File: config.mk
export PLATFORM = sky130hd
export DESIGN_NAME = event_status_aggregator_upper
export DESIGN_NICKNAME = d
export VERILOG_FILES = /design/src/rtl/event_status_aggregator_upper.v
export VERILOG_INCLUDE_DIRS = /design/src /design/src/rtl
export SDC_FILE = /design/constraint.sdc
export NUM_CORES = 1
export LEC_CHECK = 0
export BUFFER_PORTS_ARGS = -buffer_cell sky130_fd_sc_hd__buf_2
export CORE_MARGIN = 3
export CORE_UTILIZATION = 47
export DETAILED_ROUTE_END_ITERATION = 7
export PLACE_DENSITY = 0.9
export RECOVER_POWER = 50
export SETUP_SLACK_MARGIN = 0.05
export SLEW_MARGIN = 15
export SYNTH_ARGS = -nofsm -noshare
export SYNTH_HDL_FRONTEND = slang
export SYNTH_SLANG_ARGS = --single-unit
File: constraint.sdc
create_clock -name aclk -period 2.2 [get_ports aclk]
set_input_delay 0.22 -clock aclk [delete_from_list [all_inputs] [get_ports aclk]]
set_output_delay 0.22 -clock aclk [all_outputs]
set_load 0.05 [all_outputs]
File: src/rtl/event_status_aggregator_upper_regs.vh
// register offsets, field positions and reset values for the event status aggregator
// assumes byte addresses on an 8-bit axi4-lite address bus, one aligned word per register
`ifndef EVENT_STATUS_AGGREGATOR_UPPER_REGS_VH
`define EVENT_STATUS_AGGREGATOR_UPPER_REGS_VH

`define ADDR_INTERRUPT_EVENT_STATUS 8'h00
`define ADDR_BUFFER_STATUS 8'h04
`define ADDR_SYSTEM_MODE 8'h08
`define ADDR_BUFFER_CONFIG1 8'h0C
`define ADDR_DETECTOR_CONFIG1 8'h10
`define ADDR_DETECTOR_SOURCE1 8'h14
`define ADDR_DETECTOR_SOURCE2 8'h18
`define ADDR_ORIENTATION_STATUS 8'h1C
`define ADDR_IRQ_STATUS 8'h20
`define ADDR_IRQ_MASK 8'h24
`define ADDR_IRQ_ROUTE 8'h28

// interrupt_event_status bit positions
`define BIT_BUFFER_EVENT_SUMMARY 5
`define BIT_OUTSIDE_THRESHOLD_EVENT 4
`define BIT_WITHIN_THRESHOLD_EVENT 3
`define BIT_ORIENTATION_CHANGE_EVENT 2

// buffer_status bits
`define BIT_BUFFER_WATERMARK 0
`define BIT_BUFFER_OVERFLOW 1
`define BIT_BUFFER_FULL 2
// system_mode bit
`define BIT_BUFFER_GATE_ERROR 0
// detector_config_reg1 bits
`define BIT_OUTSIDE_LATCH_ENABLE 0
`define BIT_WITHIN_LATCH_ENABLE 1

// buffer mode field encodings
`define BUFFER_MODE_DISABLED 2'h0
`define BUFFER_MODE_TRIGGERED 2'h3

// reset values
`define RESET_BUFFER_MODE 2'h0
`define RESET_LATCH_ENABLES 2'h0
`define RESET_IRQ_MASK 4'h0
`define RESET_IRQ_ROUTE 4'h0

`define RESP_OKAY 2'h0
`define RESP_SLVERR 2'h2

`endif

File: src/rtl/event_status_aggregator_upper.v
// event status aggregator for bits 5 to 2 of the interrupt status word, with axi4-lite register access
// assumes buffer, detector and orientation inputs come from logic on aclk, so no synchronisers
// also holds the small flag cell shared by the three source flags
`timescale 1ns/1ns
`include "event_status_aggregator_upper_regs.vh"

module event_status_aggregator_upper (
  input wire aclk,
  input wire aresetn,
  input wire [7:0] s_axi_awaddr,
  input wire s_axi_awvalid,
  output wire s_axi_awready,
  input wire [31:0] s_axi_wdata,
  input wire [3:0] s_axi_wstrb,
  input wire s_axi_wvalid,
  output wire s_axi_wready,
  output reg [1:0] s_axi_bresp,
  output reg s_axi_bvalid,
  input wire s_axi_bready,
  input wire [7:0] s_axi_araddr,
  input wire s_axi_arvalid,
  output wire s_axi_arready,
  output reg [31:0] s_axi_rdata,
  output reg [1:0] s_axi_rresp,
  output reg s_axi_rvalid,
  input wire s_axi_rready,
  input wire buffer_watermark_flag,
  input wire buffer_overflow_flag,
  input wire buffer_gate_error_flag,
  input wire buffer_full_flag,
  input wire outside_condition,
  input wire within_condition,
  input wire orientation_change,
  output wire [1:0] buffer_mode,
  output reg irq,
  output reg interrupt_pin_a,
  output reg interrupt_pin_b
);

  reg [1:0] buffer_mode_reg;
  reg outside_latch_enable;
  reg within_latch_enable;
  reg [3:0] irq_status;
  reg [3:0] irq_mask;
  reg [3:0] irq_route;
  reg [3:0] prev_events;
  reg aw_held;
  reg w_held;
  reg [7:0] aw_addr;
  reg [31:0] w_data;
  reg [3:0] w_strb;
  reg [31:0] next_rdata;
  reg [1:0] next_rresp;
  reg [1:0] next_bresp;

  wire buffer_enabled;
  wire watermark_counts;
  wire buffer_event_summary;
  wire [7:0] interrupt_event_status;
  wire [3:0] events;
  wire [3:0] active_irq;
  wire rd_take;
  wire wr_do;
  wire rd_src1;
  wire rd_src2;
  wire rd_orientation_engine;
  wire rd_irq_status;
  wire outside_event_active;
  wire within_event_active;
  wire new_orientation_indicator;
  wire [3:0] next_irq_status;
  wire next_irq;
  wire next_pin_a;
  wire next_pin_b;

  assign buffer_mode = buffer_mode_reg;

  assign buffer_enabled = (buffer_mode_reg != `BUFFER_MODE_DISABLED);
  assign watermark_counts = buffer_watermark_flag && (buffer_mode_reg != `BUFFER_MODE_TRIGGERED);
  // while enabled, or of buffer flags, full included, watermark left out in triggered mode
  assign buffer_event_summary = buffer_enabled &&
    (watermark_counts || buffer_overflow_flag || buffer_gate_error_flag || buffer_full_flag);

  // bits 5..2 placed, other bits belong to blocks elsewhere and read zero
  // bit 2 from new orientation indicator
  assign interrupt_event_status = {2'h0, buffer_event_summary, outside_event_active,
    within_event_active, new_orientation_indicator, 2'h0};
  // event order 3..0: summary, outside, within, orientation
  assign events = interrupt_event_status[5:2];

  // no second read is taken while its answer waits
  assign s_axi_arready = !s_axi_rvalid;
  // both write channels stay shut while the response waits, so one write at a time
  assign s_axi_awready = !aw_held && !s_axi_bvalid;
  assign s_axi_wready = !w_held && !s_axi_bvalid;
  assign rd_take = s_axi_arvalid && s_axi_arready;
  assign wr_do = aw_held && w_held && !s_axi_bvalid;

  // read side effects fire once, on the cycle the address is taken
  assign rd_src1 = rd_take && (s_axi_araddr == `ADDR_DETECTOR_SOURCE1);
  assign rd_src2 = rd_take && (s_axi_araddr == `ADDR_DETECTOR_SOURCE2);
  assign rd_orientation_engine = rd_take && (s_axi_araddr == `ADDR_ORIENTATION_STATUS);
  assign rd_irq_status = rd_take && (s_axi_araddr == `ADDR_IRQ_STATUS);

  // rising edges of the status bits become sticky interrupt events
  assign active_irq = irq_status & irq_mask;

  always @* begin
    next_rdata = 32'h0000_0000;
    next_rresp = `RESP_OKAY;
    case (s_axi_araddr)
      // status word read has no side effect
      `ADDR_INTERRUPT_EVENT_STATUS: next_rdata = {24'h00_0000, interrupt_event_status};
      // buffer detail and gate error readable
      `ADDR_BUFFER_STATUS: next_rdata = {29'h0000_0000, buffer_full_flag, buffer_overflow_flag,
        buffer_watermark_flag};
      `ADDR_SYSTEM_MODE: next_rdata = {31'h0000_0000, buffer_gate_error_flag};
      `ADDR_BUFFER_CONFIG1: next_rdata = {30'h0000_0000, buffer_mode_reg};
      `ADDR_DETECTOR_CONFIG1: next_rdata = {30'h0000_0000, within_latch_enable, outside_latch_enable};
      `ADDR_DETECTOR_SOURCE1: next_rdata = {31'h0000_0000, outside_event_active};
      `ADDR_DETECTOR_SOURCE2: next_rdata = {31'h0000_0000, within_event_active};
      `ADDR_ORIENTATION_STATUS: next_rdata = {31'h0000_0000, new_orientation_indicator};
      `ADDR_IRQ_STATUS: next_rdata = {28'h000_0000, irq_status};
      `ADDR_IRQ_MASK: next_rdata = {28'h000_0000, irq_mask};
      `ADDR_IRQ_ROUTE: next_rdata = {28'h000_0000, irq_route};
      default: next_rresp = `RESP_SLVERR;
    endcase
  end

  always @* begin
    next_bresp = `RESP_OKAY;
    case (aw_addr)
      `ADDR_INTERRUPT_EVENT_STATUS, `ADDR_BUFFER_STATUS, `ADDR_SYSTEM_MODE, `ADDR_BUFFER_CONFIG1,
      `ADDR_DETECTOR_CONFIG1, `ADDR_DETECTOR_SOURCE1, `ADDR_DETECTOR_SOURCE2,
      `ADDR_ORIENTATION_STATUS, `ADDR_IRQ_STATUS, `ADDR_IRQ_MASK, `ADDR_IRQ_ROUTE:
        next_bresp = `RESP_OKAY;
      default: next_bresp = `RESP_SLVERR;
    endcase
  end

  // write channel: address and data taken in either order, response after both
  always @(posedge aclk) begin
    if (!aresetn) begin
      aw_held <= 1'b0;
      w_held <= 1'b0;
      aw_addr <= 8'h00;
      w_data <= 32'h0000_0000;
      w_strb <= 4'h0;
      s_axi_bvalid <= 1'b0;
      s_axi_bresp <= `RESP_OKAY;
      buffer_mode_reg <= `RESET_BUFFER_MODE;
      outside_latch_enable <= 1'b0;
      within_latch_enable <= 1'b0;
      irq_mask <= `RESET_IRQ_MASK;
      irq_route <= `RESET_IRQ_ROUTE;
    end else begin
      if (s_axi_awvalid && s_axi_awready) begin
        aw_held <= 1'b1;
        aw_addr <= s_axi_awaddr;
      end
      if (s_axi_wvalid && s_axi_wready) begin
        w_held <= 1'b1;
        w_data <= s_axi_wdata;
        w_strb <= s_axi_wstrb;
      end
      if (wr_do) begin
        aw_held <= 1'b0;
        w_held <= 1'b0;
        s_axi_bvalid <= 1'b1;
        s_axi_bresp <= next_bresp;
        if (w_strb[0]) begin
          case (aw_addr)
            `ADDR_BUFFER_CONFIG1: buffer_mode_reg <= w_data[1:0];
            `ADDR_DETECTOR_CONFIG1: begin
              outside_latch_enable <= w_data[`BIT_OUTSIDE_LATCH_ENABLE];
              within_latch_enable <= w_data[`BIT_WITHIN_LATCH_ENABLE];
            end
            `ADDR_IRQ_MASK: irq_mask <= w_data[3:0];
            `ADDR_IRQ_ROUTE: irq_route <= w_data[3:0];
            default: begin
            end
          endcase
        end
      end else if (s_axi_bvalid && s_axi_bready) begin
        s_axi_bvalid <= 1'b0;
      end
    end
  end

  // read channel: one cycle from address to data
  always @(posedge aclk) begin
    if (!aresetn) begin
      s_axi_rvalid <= 1'b0;
      s_axi_rdata <= 32'h0000_0000;
      s_axi_rresp <= `RESP_OKAY;
    end else if (rd_take) begin
      s_axi_rvalid <= 1'b1;
      s_axi_rdata <= next_rdata;
      s_axi_rresp <= next_rresp;
    end else if (s_axi_rvalid && s_axi_rready) begin
      s_axi_rvalid <= 1'b0;
    end
  end

  // event flags; a new event in the clearing cycle wins over the clear
  // latched outside flag cleared by source read
  event_flag_cell i_outside_flag (
    .aclk(aclk),
    .aresetn(aresetn),
    .condition(outside_condition),
    .latch_enable(outside_latch_enable),
    .clear_read(rd_src1),
    .flag(outside_event_active)
  );

  // latched within flag cleared by source read
  event_flag_cell i_within_flag (
    .aclk(aclk),
    .aresetn(aresetn),
    .condition(within_condition),
    .latch_enable(within_latch_enable),
    .clear_read(rd_src2),
    .flag(within_event_active)
  );

  event_flag_cell i_orientation_flag (
    .aclk(aclk),
    .aresetn(aresetn),
    .condition(orientation_change),
    .latch_enable(1'b1),
    .clear_read(rd_orientation_engine),
    .flag(new_orientation_indicator)
  );

  // a read and a fresh edge in one cycle keep the bit, so no event is lost
  assign next_irq_status = (events & ~prev_events) | (irq_status & {4{!rd_irq_status}});
  assign next_irq = |active_irq;
  // pins are split by route so each source can go to either pin
  assign next_pin_a = |(active_irq & ~irq_route);
  assign next_pin_b = |(active_irq & irq_route);

  // sticky interrupt status, cleared by its own read, and pin routing
  always @(posedge aclk) begin
    if (!aresetn) begin
      prev_events <= 4'h0;
      irq_status <= 4'h0;
      irq <= 1'b0;
      interrupt_pin_a <= 1'b0;
      interrupt_pin_b <= 1'b0;
    end else begin
      prev_events <= events;
      irq_status <= next_irq_status;
      irq <= next_irq;
      interrupt_pin_a <= next_pin_a;
      interrupt_pin_b <= next_pin_b;
    end
  end

endmodule // event_status_aggregator_upper

// one event flag: follows its condition, or holds it until a clearing read when latched
module event_flag_cell (
  input wire aclk,
  input wire aresetn,
  input wire condition,
  input wire latch_enable,
  input wire clear_read,
  output reg flag
);

  // set wins over a clear in the same cycle; a read while the condition stands does not stick
  always @(posedge aclk) begin
    if (!aresetn) begin
      flag <= 1'b0;
    end else if (latch_enable) begin
      flag <= condition || (flag && !clear_read);
    end else begin
      flag <= condition;
    end
  end

endmodule // event_flag_cell

Yosys cells after proc, flatten, opt, wreduce, memory -nomap -nowiden
Index checks and enable logic that the tools add are counted.
Word-level totals
  register bits: 79
  bits of input ports: 66
  output and inout port bits: 46
  logic and storage cells: 109
Operators by class
  equal/unequal tests: 21
  mux-type cells: 9
  bitwise operators: 9
  reductions and logical operators: 47
Operator list (count)
  case mux 6 bit (11 select lines): 1
  == test 8 x 5 -> 1 bit (second input constant): 8
  == test 8 x 6 -> 1 bit (second input constant): 6
  == test 8 x 4 -> 1 bit (second input constant): 4
  OR reduction 11 bit: 2
  AND 4 bit: 5
  logical AND 1 bit: 18
  == test 8 x 3 -> 1 bit (second input constant): 2
  logical NOT 8 bit: 2
  AND reduction 3 bit: 4
  OR reduction 4 bit: 3
  logical NOT 1 bit: 8
  inverter 4 bit: 2
  logical OR 1 bit: 6
  2-to-1 mux 1 bit: 6
  nonzero test 2 bit: 3
  2-to-1 mux 2 bit: 2
  OR 4 bit: 1
  != test 2 bit (second input constant): 1
  OR reduction 2 bit: 1
  inverter 1 bit: 1

Longest topological paths before layout
Gate-level depths: netlist of the first run.
  depth after elaboration: 8
  depth in mapped cells: 5
  depth with buffers taken out: 4

Hierarchy
From an unflattened synthesis of the first run, not the netlist that was laid out.
Unflattened totals
  cell total of the unflattened synthesis: 289
  area, all modules: 2477.4 µm²
Modules (own cells, without submodules)
  event_status_aggregator_upper: instances 1, cells an instance 277, area each 2368.5 µm², sequential area each 960.9 µm²
  event_flag_cell: instances 3, cells an instance 4, area each 36.3 µm², sequential area each 20.0 µm²

Least setup slack after synthesis of the first run
No wires, ideal clock.
  kind: register -> register
  start: register s_axi_bvalid
  end: register w_data[3]
  data arrival time: 1.982 ns
  required time: 2.072 ns
  setup slack: 0.090 ns
  cell stages (with the launch flop): 6
  path buffers: 1
  period minus slack after synthesis: 2.110 ns
  path through: dfxtp_1 -> nor2_1 -> and2_1 -> clkbuf_1 -> mux2i_1 -> nor2_1
On the way
  longest elaborated chain between the ends: 3
Ends and longest elaborated chain
  from (decl): line event_status_aggregator_upper.v:18  | output reg s_axi_bvalid,
  from (signal assigned): line event_status_aggregator_upper.v:149  | s_axi_bvalid <= 1'b0;
  from (signal assigned): line event_status_aggregator_upper.v:169  | s_axi_bvalid <= 1'b1;
  from (signal assigned): line event_status_aggregator_upper.v:185  | s_axi_bvalid <= 1'b0;
  logical NOT 1 bit: line event_status_aggregator_upper.v:95  | assign s_axi_wready = !w_held && !s_axi_bvalid;
  logical AND 1 bit: line event_status_aggregator_upper.v:95
  named net s_axi_wready: line event_status_aggregator_upper.v:16  | output wire s_axi_wready,
  logical AND 1 bit: line event_status_aggregator_upper.v:161  | if (s_axi_wvalid && s_axi_wready) begin
  to (signal assigned): line event_status_aggregator_upper.v:163  | w_data <= s_axi_wdata;
  to (decl): line event_status_aggregator_upper.v:50  | reg [31:0] w_data;
The timed path passes the listed nets, and every way through them passes these cells.
A chain may end at the register's enable or synchronous reset.

==> reports/summary.md, run 1 <==
The most used flip-flop cell after synthesis is sky130_fd_sc_hd__dfxtp_1. The slew of the pin with the lowest slew margin was 1350 ps. The sequential share of the synthesized area was 0.408.

The run gives 0 as the max-slew violation count. Counting distinct cell types in the post-synthesis netlist gives 46. By area the synthesized netlist is led by sky130_fd_sc_hd__dfxtp_1 41%, sky130_fd_sc_hd__mux2i_1 11%, sky130_fd_sc_hd__buf_4 8.4%. The total power divided by cell area came out at 718 nW/um2. The fraction of layout cells with a size suffix above 1 works out to 0.180. TritonCTS built the clock tree. The internal power of the cells totals 1.43 mW. For the initial core utilization, the log shows 0.506. Number of DRC violations after detailed routing: 0. The clock passes through at most 2 buffers. The routed design has 5.82 mm of wire. The worst setup path is captured at a register. The CTS clock-pin slew for the worst setup and hold paths is 90 ps, and the total number of clock tree sinks is 51.

For this design, the slowest cell found on the critical path is sky130_fd_sc_hd__clkbuf_1. Across the run, the number of max-cap violations was 0. The logs give 0.598 mW for the switching power and 345 uV for the worst voltage drop across the vdd grid.

The synthesized area per cell came out at 9.03 um2. After detailed routing, the average wire length per cell comes to 14.7 um. On the final layout, the worst clock skew is 4.62 ps. The maximum fanout encountered on the critical timing path was 32; the number of warnings issued by yosys was 0. First-pass GRT wire length: 9.55 mm.

The logs give 25 for the number of placement rows and 2500 um2 for the cell area after technology mapping. Sum of overflow across all layers after global routing: 0. In this design, the stage delay of the slowest critical-path cell is 1020 ps. For this run, the post-layout net count is 393. The largest register by flop count was aw_addr. The area growth from synthesis to layout is 12.7%. The share of flip-flops with an asynchronous set or reset works out to 0. For the part of the total power dissipated in sequential elements, the log shows 0.490.

STA puts the critical path data required time at 2410 ps. The signal on the critical path passes through buf_2 > inv_1 > clkbuf_1 > nor2_1 > a22o_1. Largest net degree at the start of global routing: 33. Path type of the worst setup path: in -> reg. The first routing iteration left 243 violations.

The number of setup buffers added after CTS was 0; the later-pin clock latency in the skew report was 310 ps. The tools report the number of detailed-route iterations in the first pass as 4. The count of flip-flops with a built-in enable after synthesis is 0.

Among all cell types in the netlist, the one instantiated most often is sky130_fd_sc_hd__dfxtp_1. The via count of the first global-routing pass is 2093. The biggest area contributor in the post-synthesis netlist is sky130_fd_sc_hd__dfxtp_1. The run gives 2182 as the detailed-route via count.

The global-route usage over all layers came out at 0.190. The total area inside the core boundary comes to 4940 um2. The floorplan step defined a die boundary enclosing 6240 um2. For the level count of the clock H-tree, the log shows 2. Detailed placement ended at an HPWL of 4.20 mm. The post-CTS resize count came out at 0. Number of instances in the synthesized netlist: 277. Setup repair after global routing left no endpoint under its margin.

Dividing the detail-routed via count by the number of cells gives 5.52. During placement, the flow inserted port buffers numbering 52. The run gives 0.171 as the combinational fraction of design power. The flow ran to the end, and the final reports show no timing, DRC or antenna violations. For the final routed database, the setup TNS stands at 0 ps.

Category of the worst setup path launch point: an input pin. The upper clock frequency limit came out at 546 MHz. Flip-flop and latch count after synthesis: 51. For the part of the total power dissipated in the clock network, the log shows 0.339. The worst path needs 1830 ps of the cycle, external delays included. At the end of routability-driven placement, the weighted congestion stood at 0.913. After clock tree synthesis, the flow added hold-fix buffers numbering 0. In this run the clock root is driven by a sky130_fd_sc_hd__clkbuf_8. The tightest min-delay check is of the in -> reg type. The die height is 79.0 um, and the die width is 79.0 um. The largest registers in the layout are aw_addr: 8 flops, s_axi_rdata: 6 flops.

The number of cells in the design after placement is 387, and the number of non-filler instances in the completed layout is 395. The repair_antennas step left the layout with diodes totalling 0. For this design the static power due to leakage is 1.22 nW.

The total count of hold-check failures in the final report was 0; the top-area cell type share of the netlist area was 0.408. Switching part of the total power: 0.296. The final cycle utilization of the critical path is 0.833. Counting instances in the post-synthesis netlist gives the leading cell types as 51 x sky130_fd_sc_hd__dfxtp_1, 36 x sky130_fd_sc_hd__nor2_1, 28 x sky130_fd_sc_hd__buf_4, 28 x sky130_fd_sc_hd__mux2i_1, 12 x sky130_fd_sc_hd__inv_1. The tools report the number of buffers created by CTS as 5. The initial antenna violation count is 0. Setup violations remaining at the end of the flow were counted as 0.

For this design the top-level I/O count stands at 112. The count of nets left with antenna violations once routing finished came out at 0. The logs give 0.103 for the worst-case headroom to the max-slew limit and 2040 ps for the signal arrival time at the worst endpoint. The register with the most flip-flops in the layout has 8 of them.
## per-stage QoR
step	hold WS [ps]	util	worst slack (ps)	cell area, um2	power (mW)
finish	117	0.571	367	2820	2.03
global route	117	0.571	191	2820	2.10
CTS	114	0.575	447	2840	2.04
detailed placement	434	0.550	424	2720	1.36
global placement	434	0.550	441	2720	1.35
floorplan	344	-	90.4	2600	1.31
## area by class of cell
type	count	area [um2]
fill	431	2120
multi-input combinational	201	1280
sequential	51	1020
timing repair buffer	56	269
tap	67	83.8
clock buffer	6	82.6
inverter	12	45.0
clock inverter	2	38.8
## metal layers
metal  GRT usage  routed length (um)
met5           0                   0
met4      0.0911                 146
met3      0.0420                 470
met2       0.316                2870
met1       0.231                2330
## worst paths after layout
kind / end / slack, ps / cells past startpoint / start
max: irq_status[0] / 370 / 5 / aresetn
min: i_outside_flag.flag / 120 / 2 / outside_condition
max reg2reg: s_axi_rdata[0] / 440 / 4 / s_axi_rvalid
min reg2reg: s_axi_rresp[1] / 460 / 2 / s_axi_rresp[1]
## worst max-delay path, delay by kind of cell
| family | cells | cell delay [ps] |
|---|---|---|
| AND/OR/NAND/NOR | 1 | 130 |
| AO/OA/AOI/OAI | 1 | 230 |
| buffers and inverters | 3 | 1450 |
## logic make-up (layout without fill, tap and decap cells)
kind of cell	after synthesis	in the layout	synth area share
multiplexers	32	32	0.130
buffers and inverters	52	76	0.121
AO/OA/AOI/OAI	48	48	0.144
AND/OR/NAND/NOR	93	93	0.196
flip-flops	51	51	0.408
other	1	28	0.00150
## power groups by stage
stage	Sequential [mW]	Clock (mW)	Combinational, mW
floorplan	1.02	0	0.289
global placement	1.01	0	0.337
detailed placement	1.01	0	0.343
CTS	0.992	0.701	0.345
global route	0.998	0.730	0.368
finish	0.993	0.686	0.346
## cells in the final DEF (no fill, tap or decap), drive strengths merged, types with 2 or more instances in the layout
cell / n
clkbuf: 21
a311oi: 2
nor2: 36
nor4bb: 4
a21oi: 10
and3b: 2
nor2b: 3
a21o: 2
o21a: 5
nand2b: 2
o21ai: 5
nand4: 7
dfxtp: 51
conb: 28
o2bb2ai: 2
and2: 2
nand2: 11
a32oi: 2
a22o: 4
inv: 13
nand3: 10
nor4: 2
a31o: 2
mux2i: 28
nor3: 6
o22ai: 2
a31oi: 5
a41oi: 2
or4b: 2
buf: 41
mux2: 4
(Power assumes the default switching activity.)
==> run 2: changes to the inputs <==
==> constraint.sdc (replaced) <==
create_clock -name aclk -period 1.75 [get_ports aclk]
set_input_delay 0.175 -clock aclk [delete_from_list [all_inputs] [get_ports aclk]]
set_output_delay 0.175 -clock aclk [all_outputs]
set_load 0.05 [all_outputs]
==> run 2 against run 1 <==
First-iteration DRC count shrank 28%; worst setup slack lost 230 ps; sequential power grew 26%; register-to-register slack got worse by 300 ps; clock-buffer cell count stayed put; combinational power rose by 31%; utilization is 1.4 points higher; hold slack worse by 37 ps; non-clock buffer count is 8 higher; power is 24% higher; clock skew is 1.7 ps higher; global-route usage down 0.096 points; largest power group unchanged.
==> reports/summary.md, run 2 (synthesis results as in run 1) <==
The tools report the accumulated negative setup slack as 0 ps (unchanged). The tree is rooted in a sky130_fd_sc_hd__clkbuf_8. The logs give 0.584 (+0.0137) for the final core area utilization and 2183 (+0.046%) for the detailed-route via count. The die height was 79.0 um (unchanged); the internal power was 1.77 mW (+24%).

The maximum clock skew at final layout came out at 6.35 ps (+1.72 ps). The flow ran to the end, and the final reports show no timing, DRC or antenna violations. The number of non-filler instances in the completed layout was 403 (+2.0%); the slew of the pin with the lowest slew margin was 632 ps (-714 ps). The logs give 51 (unchanged) for the total number of clock tree sinks and 1960 ps (-450 ps) for the worst path required time.

The logs give 401 (+2.0%) for the net count of the finished layout and 6240 um2 (unchanged) for the floorplan die area. The critical path is of the reg -> reg type. The slowest stage of the critical path is the sky130_fd_sc_hd__or4b_4 cell. The static power due to leakage was 1.25 nW (+2.3%). The violation count after the first detailed-routing iteration was 175 (-28%); the fraction of layout cells with a size suffix above 1 was 0.205 (+0.0255).

Post-layout minimum cycle time: 1610 ps. The tools report the number of hold buffers added after cts as 0 (unchanged). The worst setup path is captured at a register. The initial antenna violation count was 0 (unchanged); the initial core utilization was 0.506 (unchanged). The signal on the critical path passes through or4b_4 > a2111oi_4 > a21oi_2 > a311oi_2.

The total power divided by cell area works out to 871 nW/um2 (+21%). The run gives 0 (unchanged) as the number of DRC violations after detailed routing. The first-pass GRT wire length came out at 9.46 mm (-0.94%). Max-slew violation count: 0 (unchanged). The tools report the switching power as 0.749 mW (+25%).

The tools report the part of the total power dissipated in sequential elements as 0.496 (+0.006). For the total setup violations reported at the end of the flow, the log shows 0 (unchanged). Post-synthesis to final-layout area growth: 15.4%. TritonCTS built the clock tree. The largest registers in the layout are aw_addr: 8 flops, s_axi_rdata: 6 flops. The count of buffers from port buffering works out to 52 (unchanged). The count of buffering cells on the critical path with inverters included is 0 (-3). Max-cap violation count: 0 (unchanged). The largest net degree at the start of global routing is 32 (-3.0%), and the die width is 79.0 um (unchanged). The run gives 5.89 mm (+1.2%) as the overall routed net length.

Leaving out fill and tap cells, the most frequent cells in the layout are 51 x sky130_fd_sc_hd__dfxtp_1, 36 x sky130_fd_sc_hd__buf_2, 35 x sky130_fd_sc_hd__nor2_1. aw_addr holds more flip-flops than any other register. Largest buffer count on any clock path: 2 (unchanged).

The final weighted congestion in routability-driven placement was 0.927 (+1.5%). The highest cell delay on the worst timing path came out at 520 ps (-500 ps). The worst voltage drop across the vdd grid was 522 uV (+51%). The sum of overflow across all layers after global routing came out at 0 (unchanged). The detailed placement HPWL was 4.31 mm (+2.6%); the CTS clock-pin slew for the worst setup and hold paths was 90 ps (about the same). The run gives 2780 um2 (+2.3%) as the instance area after placement. The signal arrival time at the worst endpoint is 1820 ps (-220 ps).

The number of flip-flops in the largest register was 8 (unchanged). The library cell used most frequently in the layout, excluding fill and tap cells, is sky130_fd_sc_hd__dfxtp_1. For the via count of the first global-routing pass, the log shows 2067 (-1.2%). The tools report the number of placement rows as 25 (unchanged). For the number of buffers created by CTS, the log shows 5 (unchanged). The tools report the total count of hold-check failures in the final report as 0 (unchanged).

The part of the total power dissipated in the clock network is 0.323 (-0.016), and the via-per-instance ratio is 5.42 (-1.9%). The worst-case headroom to the max-slew limit came out at 0.579 (+0.476). The switching part of the total power was 0.298 (+0.00215). Static timing analysis puts the maximum clock frequency at 621 MHz. Among cell families on the critical path, the largest total delay comes from compound AO/OA/AOI/OAI gates. STA classifies the critical path startpoint as a register. The level count of the clock H-tree was 2 (unchanged); the maximum fanout encountered on the critical timing path was 5 (-84%). The path class of the tightest hold or removal check is in -> reg. I/O pin total: 112 (unchanged). The wire length per cell came out at 14.6 um (-0.82%). The final cycle utilization of the critical path is 0.920. Setup repair after global routing left no endpoint under its margin. The global-route usage over all layers is 0.189 (-0.000957), and the later-pin clock latency in the skew report is 300 ps (about the same).

The number of cells in the design after placement was 394 (+1.8%). The number of diodes added for antenna fixing came out at 0 (unchanged). The tools report the final antenna-violating net count as 0 (unchanged).

The floorplan core area is 4940 um2 (unchanged). The final standard cell area without fillers is 2890 um2 (+2.4%), and the combinational fraction of design power is 0.181 (+0.010). The number of detailed-route iterations in the first pass was 4 (unchanged).
run 2: cell count changes in the layout (fill, tap and decap cells not counted), moves of 2 or more:
| cell | previous run | this run |
|---|---|---|
| sky130_fd_sc_hd__buf_4 | 3 | 10 |
| sky130_fd_sc_hd__clkbuf_1 | 15 | 18 |
| sky130_fd_sc_hd__a21oi_1 | 10 | 8 |
| sky130_fd_sc_hd__a21oi_2 | 0 | 2 |
| sky130_fd_sc_hd__buf_2 | 38 | 36 |
run 2: layout make-up:
| class | count | area [um2] |
|---|---|---|
| clock buffers | 6 | 72.6 |
| clock inverters | 2 | 38.8 |
| fillers | 440 | 2050 |
| inverters | 12 | 45.0 |
| multi-input cells | 201 | 1300 |
| flip-flops and latches | 51 | 1020 |
| well taps | 67 | 83.8 |
| repair buffers | 64 | 324 |
run 2: per-stage QoR:
step                total power [mW]  setup WS (ps)  hold WS [ps]
floorplan                       1.65           16.4           299
global placement                1.71            101           387
detailed placement              1.72           61.5           387
CTS                             2.53            130          77.7
global route                    2.62           70.2          70.5
finish                          2.52            140          80.9
run 2: layer usage:
metal / GRT usage / wire length (um)
met1: 0.242 / 2440
met2: 0.316 / 2840
met3: 0.0397 / 483
met4: 0.0619 / 113
met5: 0 / 0
run 2: worst reg2reg max path, stage by stage, from the launching register on:
cell                        delay (ps)
sky130_fd_sc_hd__dfxtp_1           350
sky130_fd_sc_hd__or4b_4            520
sky130_fd_sc_hd__a2111oi_4         400
sky130_fd_sc_hd__a21oi_2            60
sky130_fd_sc_hd__a311oi_2          200
run 2: timing repair:
item,4_1_cts,5_1_grt
setup buffers,0,1
endpoints found under the setup margin,0,10
gates resized for setup,0,4
run 2: final timing paths:
kind	startpoint	end	slack, ps	cells past startpoint
worst max-delay path	s_axi_rvalid	s_axi_rdata[0]	140	4
worst min-delay path	orientation_change	i_orientation_flag.flag	80	2
worst max register to register	s_axi_rvalid	s_axi_rdata[0]	140	4
worst min register to register	s_axi_rdata[4]	s_axi_rdata[4]	460	2
run 2: power groups by stage:
stage	combinational, mW	clock [mW]	sequential (mW)
global placement	0.440	0	1.27
global route	0.483	0.881	1.26
CTS	0.451	0.827	1.25
finish	0.454	0.813	1.25
detailed placement	0.448	0	1.27
floorplan	0.365	0	1.28
